$ cat src/rtl/flash_cmd_pkg.sv
// Constants, encodings and carrier types for the flash command sequencer
// Notes on behaviour
// Resume is chip select low, resume code shifted in, ended by chip select high.
// During program suspend, reads outside the suspended page are served; inside are undefined.
// During erase suspend, reads and programs outside the suspended sector are served.
// Program into erase-suspended sector dropped; program-fail flag set, write latch kept.
// Erase resume does not recheck volatile lock bits changed while suspended.
// Accepted resume sets write-in-progress and clears the controller-ready flag.
// Resume with nothing suspended is ignored.
// Resumed operation completion returns the controller-ready flag to one.
// OTP read: command, address, dummy clocks in; data out on falling clock edges.
// OTP read address increments per byte, sticking at 0x40 until chip select rises.
// OTP program ignored without write enable latch, and no flags set.
// Chip select rising after whole bytes launches self-timed OTP programming.
// At most 65 program data bytes latched, extra bytes discarded, no wrap.
// OTP program writes at most 64 data bytes plus the control byte.
// Write-in-progress high while programming; write latch cleared afterwards regardless.
// OTP programming timeout clears write latch and sets program-fail flag.
// Badly ended OTP program not executed, no flags, write latch stays set.
// Host waits for controller-ready flag one after a full status byte.
// Control byte bit 0 locks OTP when zero; never returns to one.
// Program to locked OTP ignored; write latch kept, flag bits 1 and 4 set.
// B7h enters four-byte addressing, E9h returns to three-byte, immediately.
// 35h enters quad mode, F5h leaves it, immediately, without write enable.
// Program suspend sets flag bit 2, erase suspend sets flag bit 6.
// Accepted resume clears the suspend flag of the operation resumed.
package flash_cmd_pkg;

    localparam logic [7:0] CMD_RESUME     = 8'h7a;
    localparam logic [7:0] CMD_READ_OTP   = 8'h4b;
    localparam logic [7:0] CMD_PROG_OTP   = 8'h42;
    localparam logic [7:0] CMD_WREN       = 8'h06;
    localparam logic [7:0] CMD_WRDI       = 8'h04;
    localparam logic [7:0] CMD_CLR_FLAGS  = 8'h50;
    localparam logic [7:0] CMD_ADDR4_ON   = 8'hb7;
    localparam logic [7:0] CMD_ADDR4_OFF  = 8'he9;
    localparam logic [7:0] CMD_QUAD_ON    = 8'h35;
    localparam logic [7:0] CMD_QUAD_OFF   = 8'hf5;

    localparam int         OTP_BYTES      = 65;
    localparam logic [6:0] OTP_CTRL_IDX   = 7'h40;
    localparam logic [6:0] OTP_MAX_LATCH  = 7'h41;
    localparam int         OTP_LOCK_BIT   = 0;
    localparam logic [7:0] OTP_ERASED     = 8'hff;
    localparam int         PAGE_LSB       = 8;
    localparam int         SECTOR_LSB     = 16;

    localparam int         CLK_PERIOD_PS  = 4000;
    localparam int         OTP_PROG_US    = 2000;
    localparam int         OTP_PROG_CYC   = (OTP_PROG_US * 1000000) / CLK_PERIOD_PS;

    typedef struct packed {
        logic ctrl_ready;
        logic erase_susp;
        logic rsvd5;
        logic prog_fail;
        logic rsvd3;
        logic prog_susp;
        logic prot_err;
        logic rsvd0;
    } flag_status_t;

    localparam flag_status_t FSR_RESET = 8'h80;

    typedef struct packed {
        logic wel;
        logic wip;
    } status_t;

    typedef struct packed {
        logic        valid;
        logic        is_prog;
        logic [31:0] addr;
    } mem_req_t;

    typedef enum logic [4:0] {
        ST_CMD   = 5'b00001,
        ST_ADDR  = 5'b00010,
        ST_DUMMY = 5'b00100,
        ST_RDATA = 5'b01000,
        ST_PDATA = 5'b10000
    } frame_state_t;

endpackage

$ cat src/rtl/flash_cmd_seq.sv
// Serial command front end: resume, OTP read/program, address and quad modes
module flash_cmd_seq #(
    parameter int OTP_PROG_CYCLES = flash_cmd_pkg::OTP_PROG_CYC
) (
    input  wire logic                    sys_clk_in,
    input  wire logic                    rst_in,
    input  wire logic                    chip_sel_n_in,
    input  wire logic                    serial_clk_in,
    input  wire logic                    serial_in_line_in,
    output logic                         serial_out_line_out,
    output logic                         serial_out_line_oe_out,
    input  wire logic                    prog_suspend_in,
    input  wire logic                    erase_suspend_in,
    input  wire logic [31:0]             suspend_addr_in,
    input  wire logic                    array_op_done_in,
    input  wire logic                    otp_timeout_in,
    input  wire flash_cmd_pkg::mem_req_t mem_req_in,
    output logic                         mem_read_undefined_out,
    output logic                         mem_prog_reject_out,
    output logic                         resume_prog_out,
    output logic                         resume_erase_out,
    output flash_cmd_pkg::status_t       status_out,
    output flash_cmd_pkg::flag_status_t  flag_status_out,
    output logic                         addr4_mode_out,
    output logic                         quad_mode_out
);
    import flash_cmd_pkg::*;

    ////////////////////////////////////////////////////////////////////////
    // Pin synchronisers and edge detection
    logic [2:0] cs_sync_q;
    logic [2:0] sclk_sync_q;
    logic [1:0] din_sync_q;

    always_ff @(posedge sys_clk_in)
    begin
        if (rst_in)
        begin
            cs_sync_q   <= 3'h7;
            sclk_sync_q <= 3'h0;
            din_sync_q  <= 2'h0;
        end
        else
        begin
            cs_sync_q   <= {cs_sync_q[1:0], chip_sel_n_in};
            sclk_sync_q <= {sclk_sync_q[1:0], serial_clk_in};
            din_sync_q  <= {din_sync_q[0], serial_in_line_in};
        end
    end

    logic cs_active;
    logic cs_rise;
    logic sclk_rise;
    logic sclk_fall;
    logic din;

    // Edges come from stages two and three; stage one feeds only stage two
    assign cs_active = ~cs_sync_q[1];
    assign cs_rise   = cs_sync_q[1] & ~cs_sync_q[2];
    assign sclk_rise = cs_active & sclk_sync_q[1] & ~sclk_sync_q[2];
    assign sclk_fall = cs_active & ~sclk_sync_q[1] & sclk_sync_q[2];
    assign din       = din_sync_q[1];

    ////////////////////////////////////////////////////////////////////////
    // Frame decoder
    frame_state_t state_q;
    logic [7:0]   shift_q;
    logic [2:0]   bit_q;
    logic [6:0]   bytes_q;
    logic [7:0]   cmd_q;
    logic [31:0]  addr_q;
    logic [7:0]   byte_d;
    logic [31:0]  addr_d;
    logic         byte_done;
    logic         cmd_done;
    logic [6:0]   addr_bytes;
    logic         addr4_q;
    logic         quad_q;
    logic         wel_q;
    logic         wip_q;
    logic         otp_busy_q;
    logic         resume_ok;

    assign byte_d     = {shift_q[6:0], din};
    assign addr_d     = {addr_q[23:0], byte_d};
    assign byte_done  = sclk_rise && (bit_q == 3'h7);
    assign cmd_done   = byte_done && (state_q == ST_CMD);
    assign addr_bytes = addr4_q ? 7'h4 : 7'h3;

    function automatic logic [6:0] otp_index(input logic [31:0] a);
        otp_index = (a > 32'(OTP_CTRL_IDX)) ? OTP_CTRL_IDX : a[6:0];
    endfunction

    always_ff @(posedge sys_clk_in)
    begin
        if (rst_in || !cs_active)
        begin
            state_q <= ST_CMD;
            shift_q <= 8'h00;
            bit_q   <= 3'h0;
            bytes_q <= 7'h00;
            cmd_q   <= 8'h00;
            addr_q  <= 32'h0000_0000;
        end
        else if (sclk_rise)
        begin
            shift_q <= byte_d;
            bit_q   <= bit_q + 3'h1;
            if (bit_q == 3'h7)
            begin
                if (bytes_q != 7'h7f)
                    bytes_q <= bytes_q + 7'h1;
                case (state_q)
                    ST_CMD:
                    begin
                        cmd_q <= byte_d;
                        if (!otp_busy_q && byte_d == CMD_READ_OTP)
                        begin
                            state_q <= ST_ADDR;
                        end
                        else if (!otp_busy_q && byte_d == CMD_PROG_OTP && wel_q)
                        begin
                            state_q <= ST_ADDR;
                        end
                        else
                        begin
                            // Unknown or refused codes park in command state
                            state_q <= ST_CMD;
                        end
                    end
                    ST_ADDR:
                    begin
                        addr_q <= addr_d;
                        if (bytes_q == addr_bytes)
                        begin
                            state_q <= (cmd_q == CMD_READ_OTP) ? ST_DUMMY : ST_PDATA;
                        end
                    end
                    // Eight dummy clocks are exactly one byte time
                    ST_DUMMY: state_q <= ST_RDATA;
                    default:  state_q <= state_q;
                endcase
            end
        end
    end

    ////////////////////////////////////////////////////////////////////////
    // Immediate mode commands
    always_ff @(posedge sys_clk_in)
    begin
        if (rst_in)
        begin
            addr4_q <= 1'b0;
            quad_q  <= 1'b0;
        end
        else if (cmd_done && !otp_busy_q)
        begin
            if (byte_d == CMD_ADDR4_ON)
                addr4_q <= 1'b1;
            else if (byte_d == CMD_ADDR4_OFF)
                addr4_q <= 1'b0;
            else if (byte_d == CMD_QUAD_ON)
                quad_q <= 1'b1;
            else if (byte_d == CMD_QUAD_OFF)
                quad_q <= 1'b0;
        end
    end

    ////////////////////////////////////////////////////////////////////////
    // OTP storage, program buffer and read pointer
    logic [7:0] otp_mem_q [OTP_BYTES];
    logic [7:0] pbuf_q    [OTP_BYTES];
    logic [6:0] pidx_q;
    logic [6:0] pcnt_q;
    logic [6:0] ridx_q;
    logic [2:0] rbit_q;
    logic       otp_locked;
    logic       otp_end_ok;
    logic       otp_start;
    logic       otp_finish;
    logic       otp_addr_skip_q;
    logic [31:0] otp_timer_q;

    assign otp_locked = ~otp_mem_q[OTP_CTRL_IDX][OTP_LOCK_BIT];
    // Whole bytes only and at least one data byte, else nothing happens
    assign otp_end_ok = cs_rise && (state_q == ST_PDATA) && (bit_q == 3'h0)
                        && (pcnt_q != 7'h00) && wel_q;
    assign otp_start  = otp_end_ok && !otp_locked;
    assign otp_finish = otp_busy_q && (otp_timer_q == 32'h0);

    always_ff @(posedge sys_clk_in)
    begin
        // Busy keeps the buffer: a refused program must not spoil the running one
        if (rst_in || (cmd_done && byte_d == CMD_PROG_OTP && !otp_busy_q))
        begin
            for (int i = 0; i < OTP_BYTES; i++)
                pbuf_q[i] <= OTP_ERASED;
            pidx_q          <= 7'h00;
            pcnt_q          <= 7'h00;
            otp_addr_skip_q <= 1'b0;
        end
        else if (byte_done && state_q == ST_ADDR && bytes_q == addr_bytes)
        begin
            pidx_q          <= otp_index(addr_d);
            otp_addr_skip_q <= (addr_d > 32'(OTP_CTRL_IDX));
        end
        else if (byte_done && state_q == ST_PDATA && pcnt_q < OTP_MAX_LATCH)
        begin
            // No wrap: the index stops past the control byte
            if (!otp_addr_skip_q)
            begin
                pbuf_q[pidx_q] <= byte_d;
                otp_addr_skip_q <= (pidx_q == OTP_CTRL_IDX);
                pidx_q <= pidx_q + 7'h1;
            end
            pcnt_q <= pcnt_q + 7'h1;
        end
    end

    always_ff @(posedge sys_clk_in)
    begin
        if (rst_in)
        begin
            for (int i = 0; i < OTP_BYTES; i++)
                otp_mem_q[i] <= OTP_ERASED;
        end
        else if (otp_finish && !otp_timeout_in)
        begin
            // Bits only go from one to zero, so a lock can never be undone
            for (int i = 0; i < OTP_BYTES; i++)
                otp_mem_q[i] <= otp_mem_q[i] & pbuf_q[i];
        end
    end

    always_ff @(posedge sys_clk_in)
    begin
        if (rst_in)
        begin
            otp_busy_q  <= 1'b0;
            otp_timer_q <= 32'h0;
        end
        else if (otp_start)
        begin
            otp_busy_q  <= 1'b1;
            otp_timer_q <= 32'(OTP_PROG_CYCLES - 1);
        end
        else if (otp_finish)
            otp_busy_q <= 1'b0;
        else if (otp_busy_q)
            otp_timer_q <= otp_timer_q - 32'h1;
    end

    always_ff @(posedge sys_clk_in)
    begin
        if (rst_in || !cs_active)
        begin
            ridx_q              <= 7'h00;
            rbit_q              <= 3'h7;
            serial_out_line_out <= 1'b0;
        end
        else if (byte_done && state_q == ST_ADDR && bytes_q == addr_bytes)
            ridx_q <= otp_index(addr_d);
        else if (sclk_fall && state_q == ST_RDATA)
        begin
            serial_out_line_out <= otp_mem_q[ridx_q][rbit_q];
            rbit_q              <= rbit_q - 3'h1;
            if (rbit_q == 3'h0 && ridx_q != OTP_CTRL_IDX)
                ridx_q <= ridx_q + 7'h1;
        end
    end

    // Driven only in the data phase; quad mode still reads on one line here
    assign serial_out_line_oe_out = cs_active && (state_q == ST_RDATA);

    ////////////////////////////////////////////////////////////////////////
    // Suspend bookkeeping and resume
    logic [31:0] prog_susp_addr_q;
    logic [31:0] erase_susp_addr_q;
    flag_status_t fsr_q;
    logic        resume_prog;
    logic        resume_erase;
    logic        prog_reject;
    logic        wel_d;

    assign resume_ok    = cs_rise && (cmd_q == CMD_RESUME) && (bytes_q == 7'h1)
                          && (bit_q == 3'h0);
    // Nested suspend: the later program resumes before the erase
    assign resume_prog  = resume_ok && fsr_q.prog_susp;
    assign resume_erase = resume_ok && !fsr_q.prog_susp && fsr_q.erase_susp;
    assign prog_reject  = mem_req_in.valid && mem_req_in.is_prog && fsr_q.erase_susp
                          && (mem_req_in.addr[31:SECTOR_LSB]
                              == erase_susp_addr_q[31:SECTOR_LSB]);

    always_ff @(posedge sys_clk_in)
    begin
        if (rst_in)
        begin
            prog_susp_addr_q  <= 32'h0000_0000;
            erase_susp_addr_q <= 32'h0000_0000;
        end
        else
        begin
            if (prog_suspend_in)
                prog_susp_addr_q <= suspend_addr_in;
            if (erase_suspend_in)
                erase_susp_addr_q <= suspend_addr_in;
        end
    end

    always_ff @(posedge sys_clk_in)
    begin
        if (rst_in)
        begin
            mem_read_undefined_out <= 1'b0;
            mem_prog_reject_out    <= 1'b0;
            resume_prog_out        <= 1'b0;
            resume_erase_out       <= 1'b0;
        end
        else
        begin
            mem_read_undefined_out <= mem_req_in.valid && !mem_req_in.is_prog
                && ((fsr_q.prog_susp && mem_req_in.addr[31:PAGE_LSB]
                     == prog_susp_addr_q[31:PAGE_LSB])
                 || (fsr_q.erase_susp && mem_req_in.addr[31:SECTOR_LSB]
                     == erase_susp_addr_q[31:SECTOR_LSB]));
            mem_prog_reject_out    <= prog_reject;
            resume_prog_out        <= resume_prog;
            // No lock recheck: the erase simply carries on
            resume_erase_out       <= resume_erase;
        end
    end

    ////////////////////////////////////////////////////////////////////////
    // Status, write latch and flag status
    always_comb
    begin
        wel_d = wel_q;
        if (cmd_done && byte_d == CMD_WREN)
            wel_d = 1'b1;
        else if (cmd_done && byte_d == CMD_WRDI)
            wel_d = 1'b0;
        if (otp_finish)
            wel_d = 1'b0;
    end

    always_ff @(posedge sys_clk_in)
    begin
        if (rst_in)
        begin
            wel_q <= 1'b0;
            wip_q <= 1'b0;
        end
        else
        begin
            wel_q <= wel_d;
            if (otp_start || resume_prog || resume_erase)
                wip_q <= 1'b1;
            else if (otp_finish || array_op_done_in || prog_suspend_in || erase_suspend_in)
                wip_q <= 1'b0;
        end
    end

    // Sets are applied after clears so a coincident event is kept
    always_ff @(posedge sys_clk_in)
    begin
        if (rst_in)
        begin
            fsr_q <= FSR_RESET;
        end
        else
        begin
            if (cmd_done && byte_d == CMD_CLR_FLAGS)
            begin
                fsr_q.prog_fail <= 1'b0;
                fsr_q.prot_err  <= 1'b0;
            end
            if (resume_prog)
                fsr_q.prog_susp <= 1'b0;
            if (resume_erase)
                fsr_q.erase_susp <= 1'b0;
            if (otp_start || resume_prog || resume_erase)
                fsr_q.ctrl_ready <= 1'b0;
            if (otp_finish || array_op_done_in || prog_suspend_in || erase_suspend_in)
                fsr_q.ctrl_ready <= 1'b1;
            if (prog_suspend_in)
                fsr_q.prog_susp <= 1'b1;
            if (erase_suspend_in)
                fsr_q.erase_susp <= 1'b1;
            if (prog_reject || (otp_finish && otp_timeout_in))
                fsr_q.prog_fail <= 1'b1;
            if (otp_end_ok && otp_locked)
            begin
                fsr_q.prog_fail <= 1'b1;
                fsr_q.prot_err  <= 1'b1;
            end
        end
    end

    assign status_out      = '{wel: wel_q, wip: wip_q};
    assign flag_status_out = fsr_q;
    assign addr4_mode_out  = addr4_q;
    assign quad_mode_out   = quad_q;

endmodule

$ cat config.mk
export PLATFORM = sky130hd
export DESIGN_NAME = flash_cmd_seq
export DESIGN_NICKNAME = d
export VERILOG_FILES = /design/src/rtl/flash_cmd_pkg.sv /design/src/rtl/flash_cmd_seq.sv
export SDC_FILE = /design/constraint.sdc
export NUM_CORES = 2
export LEC_CHECK = 0
export ABC_AREA = 1
export BUFFER_PORTS_ARGS = -buffer_cell sky130_fd_sc_hd__buf_2
export CORE_ASPECT_RATIO = 1.25
export CORE_MARGIN = 2
export CORE_UTILIZATION = 45
export DETAILED_ROUTE_END_ITERATION = 10
export PLACE_DENSITY = 0.56
export SETUP_SLACK_MARGIN = 0.5
export SYNTH_ARGS = -nofsm -noshare
export SYNTH_HDL_FRONTEND = slang
export SYNTH_SLANG_ARGS = --single-unit
$ cat constraint.sdc
create_clock -name sys_clk_in -period 110.8 [get_ports sys_clk_in]
set_input_delay 5.54 -clock sys_clk_in [delete_from_list [all_inputs] [get_ports sys_clk_in]]
set_output_delay 5.54 -clock sys_clk_in [all_outputs]
set_load 0.05 [all_outputs]
==> report_table.html <==
<table>
<tr><th>Metric</th><th>Value</th></tr>
<tr><th colspan="2">Global routing</th></tr>
<tr><td>Initial antenna violation count</td><td>0</td></tr>
<tr><td>GRT Util Overall</td><td>0.232</td></tr>
<tr><td>Vias in the first global route</td><td>between 30,000 and 40,000</td></tr>
<tr><td>Pin count of the biggest net entering global routing</td><td>between 200 and 250</td></tr>
<tr><td>Remaining Overflow, GRT</td><td>0</td></tr>
<tr><td>Wire length of the first global-routing pass</td><td>210,000 um</td></tr>
<tr><th colspan="2">Clocking</th></tr>
<tr><td>Cts repair resizes</td><td>0</td></tr>
<tr><td>Post-cts hold buffer count</td><td>0</td></tr>
<tr><td>TritonCTS clock tree</td><td>built</td></tr>
<tr><td>Clock network latency to the later pin of the worst-skew pair</td><td>between 0.7 and 0.8 ns</td></tr>
<tr><td>Max Root-Sink Buffers</td><td>3</td></tr>
<tr><td>Number of levels the H-tree was split into</td><td>3</td></tr>
<tr><td>Clock-pin slew on the worst setup and hold paths</td><td>0.06 ns</td></tr>
<tr><td>TritonCTS Buffers</td><td>119</td></tr>
<tr><td>CTS root buffer</td><td>clkbuf_16</td></tr>
<tr><td>Post-CTS setup buffers</td><td>0</td></tr>
<tr><td>Clk sinks</td><td>approximately 1,200</td></tr>
<tr><th colspan="2">Synth</th></tr>
<tr><td>Yosys reg bits</td><td>1,221</td></tr>
<tr><td>Avg Cell Area, Syn</td><td>9.90 um2</td></tr>
<tr><td>Ys flop type</td><td>edfxtp_1</td></tr>
<tr><td>Distinct cells, synth</td><td>between 50 and 60</td></tr>
<tr><td>Count of flip-flops with a built-in enable after synthesis</td><td>1,040</td></tr>
<tr><td>Synthesized instance count</td><td>5,253</td></tr>
<tr><td>Synthesized area</td><td>0.0520 mm2</td></tr>
<tr><td>Syn. warnings</td><td>0</td></tr>
<tr><td>Part of the Yosys area used for sequential elements</td><td>0.670</td></tr>
<tr><td>Async SR Flop Fraction</td><td>0</td></tr>
<tr><th colspan="2">Power and ir drop</th></tr>
<tr><td>Fraction of power consumed by combinational cells</td><td>0.019</td></tr>
<tr><td>Leak pwr</td><td>between 0.02 and 0.025 uW</td></tr>
<tr><td>Portion of total power attributed to sequential cells</td><td>0.534</td></tr>
<tr><td>Net switching fraction of the power</td><td>0.210</td></tr>
<tr><td>Pwr per Cell Area</td><td>approximately 16 mW/mm2</td></tr>
<tr><td>Internal Power</td><td>around 740 uW</td></tr>
<tr><td>Clock power share</td><td>0.448</td></tr>
<tr><td>VDD IR max</td><td>15.0 uV</td></tr>
<tr><td>Net switching component of the power</td><td>196 uW</td></tr>
<tr><th colspan="2">Setup path</th></tr>
<tr><td>Critical path's slowest cell</td><td>o21ai_0</td></tr>
<tr><td>Crit path cell chain</td><td>buf_2 -&gt; inv_1 -&gt; buf_4 -&gt; o21ai_2 -&gt; buf_4 -&gt; nor2_1 -&gt; inv_2 -&gt; nor3_2 -&gt; nand2_1 -&gt; o21ai_0</td></tr>
<tr><td>Startpoint kind of the worst setup timing path</td><td>primary input</td></tr>
<tr><td>Kind of end point of the critical path</td><td>flop</td></tr>
<tr><td>Maximum single-stage delay on the critical path</td><td>1.19 ns</td></tr>
<tr><td>Critical-path maximum fanout</td><td>52</td></tr>
<tr><td>WP data required</td><td>111.13 ns</td></tr>
<tr><td>Worst Setup Path Type</td><td>in2reg</td></tr>
<tr><td>Number of cells traversed by the worst register-to-register path</td><td>13</td></tr>
<tr><td>Most frequent CP cell</td><td>buf_4</td></tr>
<tr><td>Arrival time reported for the critical path endpoint</td><td>roughly 9 ns</td></tr>
<tr><th colspan="2">Timing</th></tr>
<tr><td>Tcrit/Tclk final</td><td>0.0801</td></tr>
<tr><td>Post-route minimum period</td><td>8.88 ns</td></tr>
<tr><td>Final setup vio count</td><td>0</td></tr>
<tr><td>Final setup slack of the worst path</td><td>101.92 ns</td></tr>
<tr><td>Unrepaired setup endpoints after global routing</td><td>false</td></tr>
<tr><td>Final Hold Slack</td><td>0.387 ns</td></tr>
<tr><td>Rel. slew slack</td><td>0.0900</td></tr>
<tr><td>Worst Max-Slew Pin Slew</td><td>1.35 ns</td></tr>
<tr><td>Final Hold Viols</td><td>0</td></tr>
<tr><td>Final worst clock skew</td><td>roughly 0.048 ns</td></tr>
<tr><td>Final sum of negative setup slack</td><td>0 ns</td></tr>
<tr><td>Fmax</td><td>around 110 MHz</td></tr>
<tr><td>Fin. max-slew vios</td><td>0</td></tr>
<tr><th colspan="2">Detailed routing</th></tr>
<tr><td>DRT antenna net count</td><td>0</td></tr>
<tr><td>WL final</td><td>about 140,000 um</td></tr>
<tr><td>Via count</td><td>36,500</td></tr>
<tr><td>Length of the first detailed-routing pass in iterations</td><td>5</td></tr>
<tr><td>Detailed-route vias per instance</td><td>5.37</td></tr>
<tr><td>Count of unresolved DRC violations after routing</td><td>0</td></tr>
<tr><td>First-iteration detailed-routing DRC count</td><td>3,108</td></tr>
<tr><td>Routed length per instance</td><td>20.2 um</td></tr>
<tr><th colspan="2">Floorplanning</th></tr>
<tr><td>Placeable core area</td><td>around 0.11 mm2</td></tr>
<tr><td>Overall die width</td><td>308 um</td></tr>
<tr><td>Starting density of the core</td><td>0.453</td></tr>
<tr><td>Overall die height</td><td>approximately 380 um</td></tr>
<tr><td>Row cnt</td><td>about 140</td></tr>
<tr><td>Die Outline Area</td><td>0.118 mm2</td></tr>
<tr><td>Number of ports placed on the die boundary</td><td>between 90 and 100</td></tr>
<tr><th colspan="2">Placement</th></tr>
<tr><td>Final estimated routing congestion in global placement</td><td>0.839</td></tr>
<tr><td>Placement-stage worst setup slack</td><td>101.13 ns</td></tr>
<tr><td>Sum of net half-perimeters after detailed placement</td><td>79,500 um</td></tr>
<tr><td>Number of port buffers</td><td>between 70 and 80</td></tr>
<tr><th colspan="2">Layout</th></tr>
<tr><td>ANT cells</td><td>0</td></tr>
<tr><td>Final net count</td><td>5,312</td></tr>
<tr><td>Final-layout fill cell count</td><td>10,600</td></tr>
<tr><td>Most frequent cells in the layout</td><td>nand2_1 (2,302), edfxtp_1 (1,040), nand3_1 (499)</td></tr>
<tr><td>Most common cell after layout, fill and taps aside</td><td>nand2_1</td></tr>
<tr><td>Fraction of layout instances using a drive strength above 1</td><td>0.0794</td></tr>
<tr><td>P&amp;R area growth vs syn</td><td>10.9%</td></tr>
<tr><th colspan="2">Min path</th></tr>
<tr><td>Hold-critical path depth</td><td>2</td></tr>
<tr><td>Class of the most critical hold timing path</td><td>reg2reg</td></tr>
<tr><th colspan="2">Flow run</th></tr>
<tr><td>Number of violations of the max-capacitance limit</td><td>0</td></tr>
<tr><th colspan="2">Run status</th></tr>
<tr><td>Result of the run</td><td>finished clean</td></tr>
</table>
## final cells by class
type                            instances  area, um2  share of cell area
Sequential cell                      1221      34900               0.604
Multi-Input combinational cell       3562      15300               0.266
Clock buffer                          150       3290              0.0571
Tap cell                             1480       1850              0.0321
Timing Repair Buffer                  135        906              0.0157
Clock inverter                         76        722              0.0125
Inverter                              183        716              0.0124
## kinds of logic after synthesis
logic type	synth area share
other cells	0.0000721
buf+inv	0.0360
simple gates	0.251
flops	0.670
xor+xnor	0.00320
compound gates	0.0361
fa+ha+maj	0.00361
## path summary, 6_finish.rpt
path	from	end	slack, ns
hold reg to reg	din_sync_q[0]	din_sync_q[1]	0.39
setup reg to reg	otp_timer_q[21]	otp_mem_q[10][0]	105.87
hold / removal	din_sync_q[0]	din_sync_q[1]	0.39
setup / recovery	rst_in	pbuf_q[4][4]	101.92
## worst max-delay path: cells and delay by family
kind	cells	cell delay, ns
simple gates	3	0.89
compound gates	2	1.28
buf+inv	5	1.44
## power by group through the flow
stage               Clock [uW]  Sequential [uW]  Combinational (uW)
CTS                        425              498                17.6
global placement             0              508                17.5
detailed placement           0              508                17.6
finish                     418              498                17.4
floorplan                    0              522                10.2
global route               441              498                19.2
## synth_stat cells (16+ instances only)
| master | count | area (um2) |
|---|---|---|
| o21ai_0 | 188 | 941 |
| or2_2 | 25 | 156 |
| nand2_1 | 2302 | 8640 |
| nor4_1 | 22 | 138 |
| buf_2 | 56 | 280 |
| a21oi_1 | 107 | 536 |
| nor2_1 | 213 | 800 |
| inv_1 | 167 | 627 |
| nand3_1 | 499 | 2500 |
| clkbuf_1 | 208 | 781 |
| dfxtp_1 | 181 | 3620 |
| nor3_2 | 21 | 210 |
| buf_1 | 18 | 67.6 |
| a31oi_1 | 16 | 100 |
| edfxtp_1 | 1040 | 31200 |
| nor3_1 | 37 | 185 |
## stage by stage
step	cells	util	total power (uW)	instance area (um2)
after floorplan	5255	-	532	52000
after global placement	6578	0.467	526	53600
after detailed placement	6578	0.467	526	53600
after CTS	6804	0.502	941	57700
after global routing	6807	0.503	959	57700
final	6807	0.503	934	57700
## flip-flops by register name, summed over array words and instances (netlist names), 5 cells and up, named ones only
| name | cells |
|---|---|
| addr_q | 24 |
| bytes_q | 7 |
| cmd_q | 8 |
| erase_susp_addr_q | 16 |
| flag_status_out | 5 |
| otp_mem_q | 520 |
| otp_timer_q | 32 |
| pbuf_q | 520 |
| pcnt_q | 7 |
| pidx_q | 7 |
| prog_susp_addr_q | 24 |
| ridx_q | 7 |
| shift_q | 7 |
| state_q | 5 |
## per-layer routing
layer,GRT usage,part of all wire
met1,0.304,0.42
met2,0.387,0.48
met3,0.0342,0.058
met4,0.0930,0.035
met5,0,0
(Power assumes the default switching activity.)
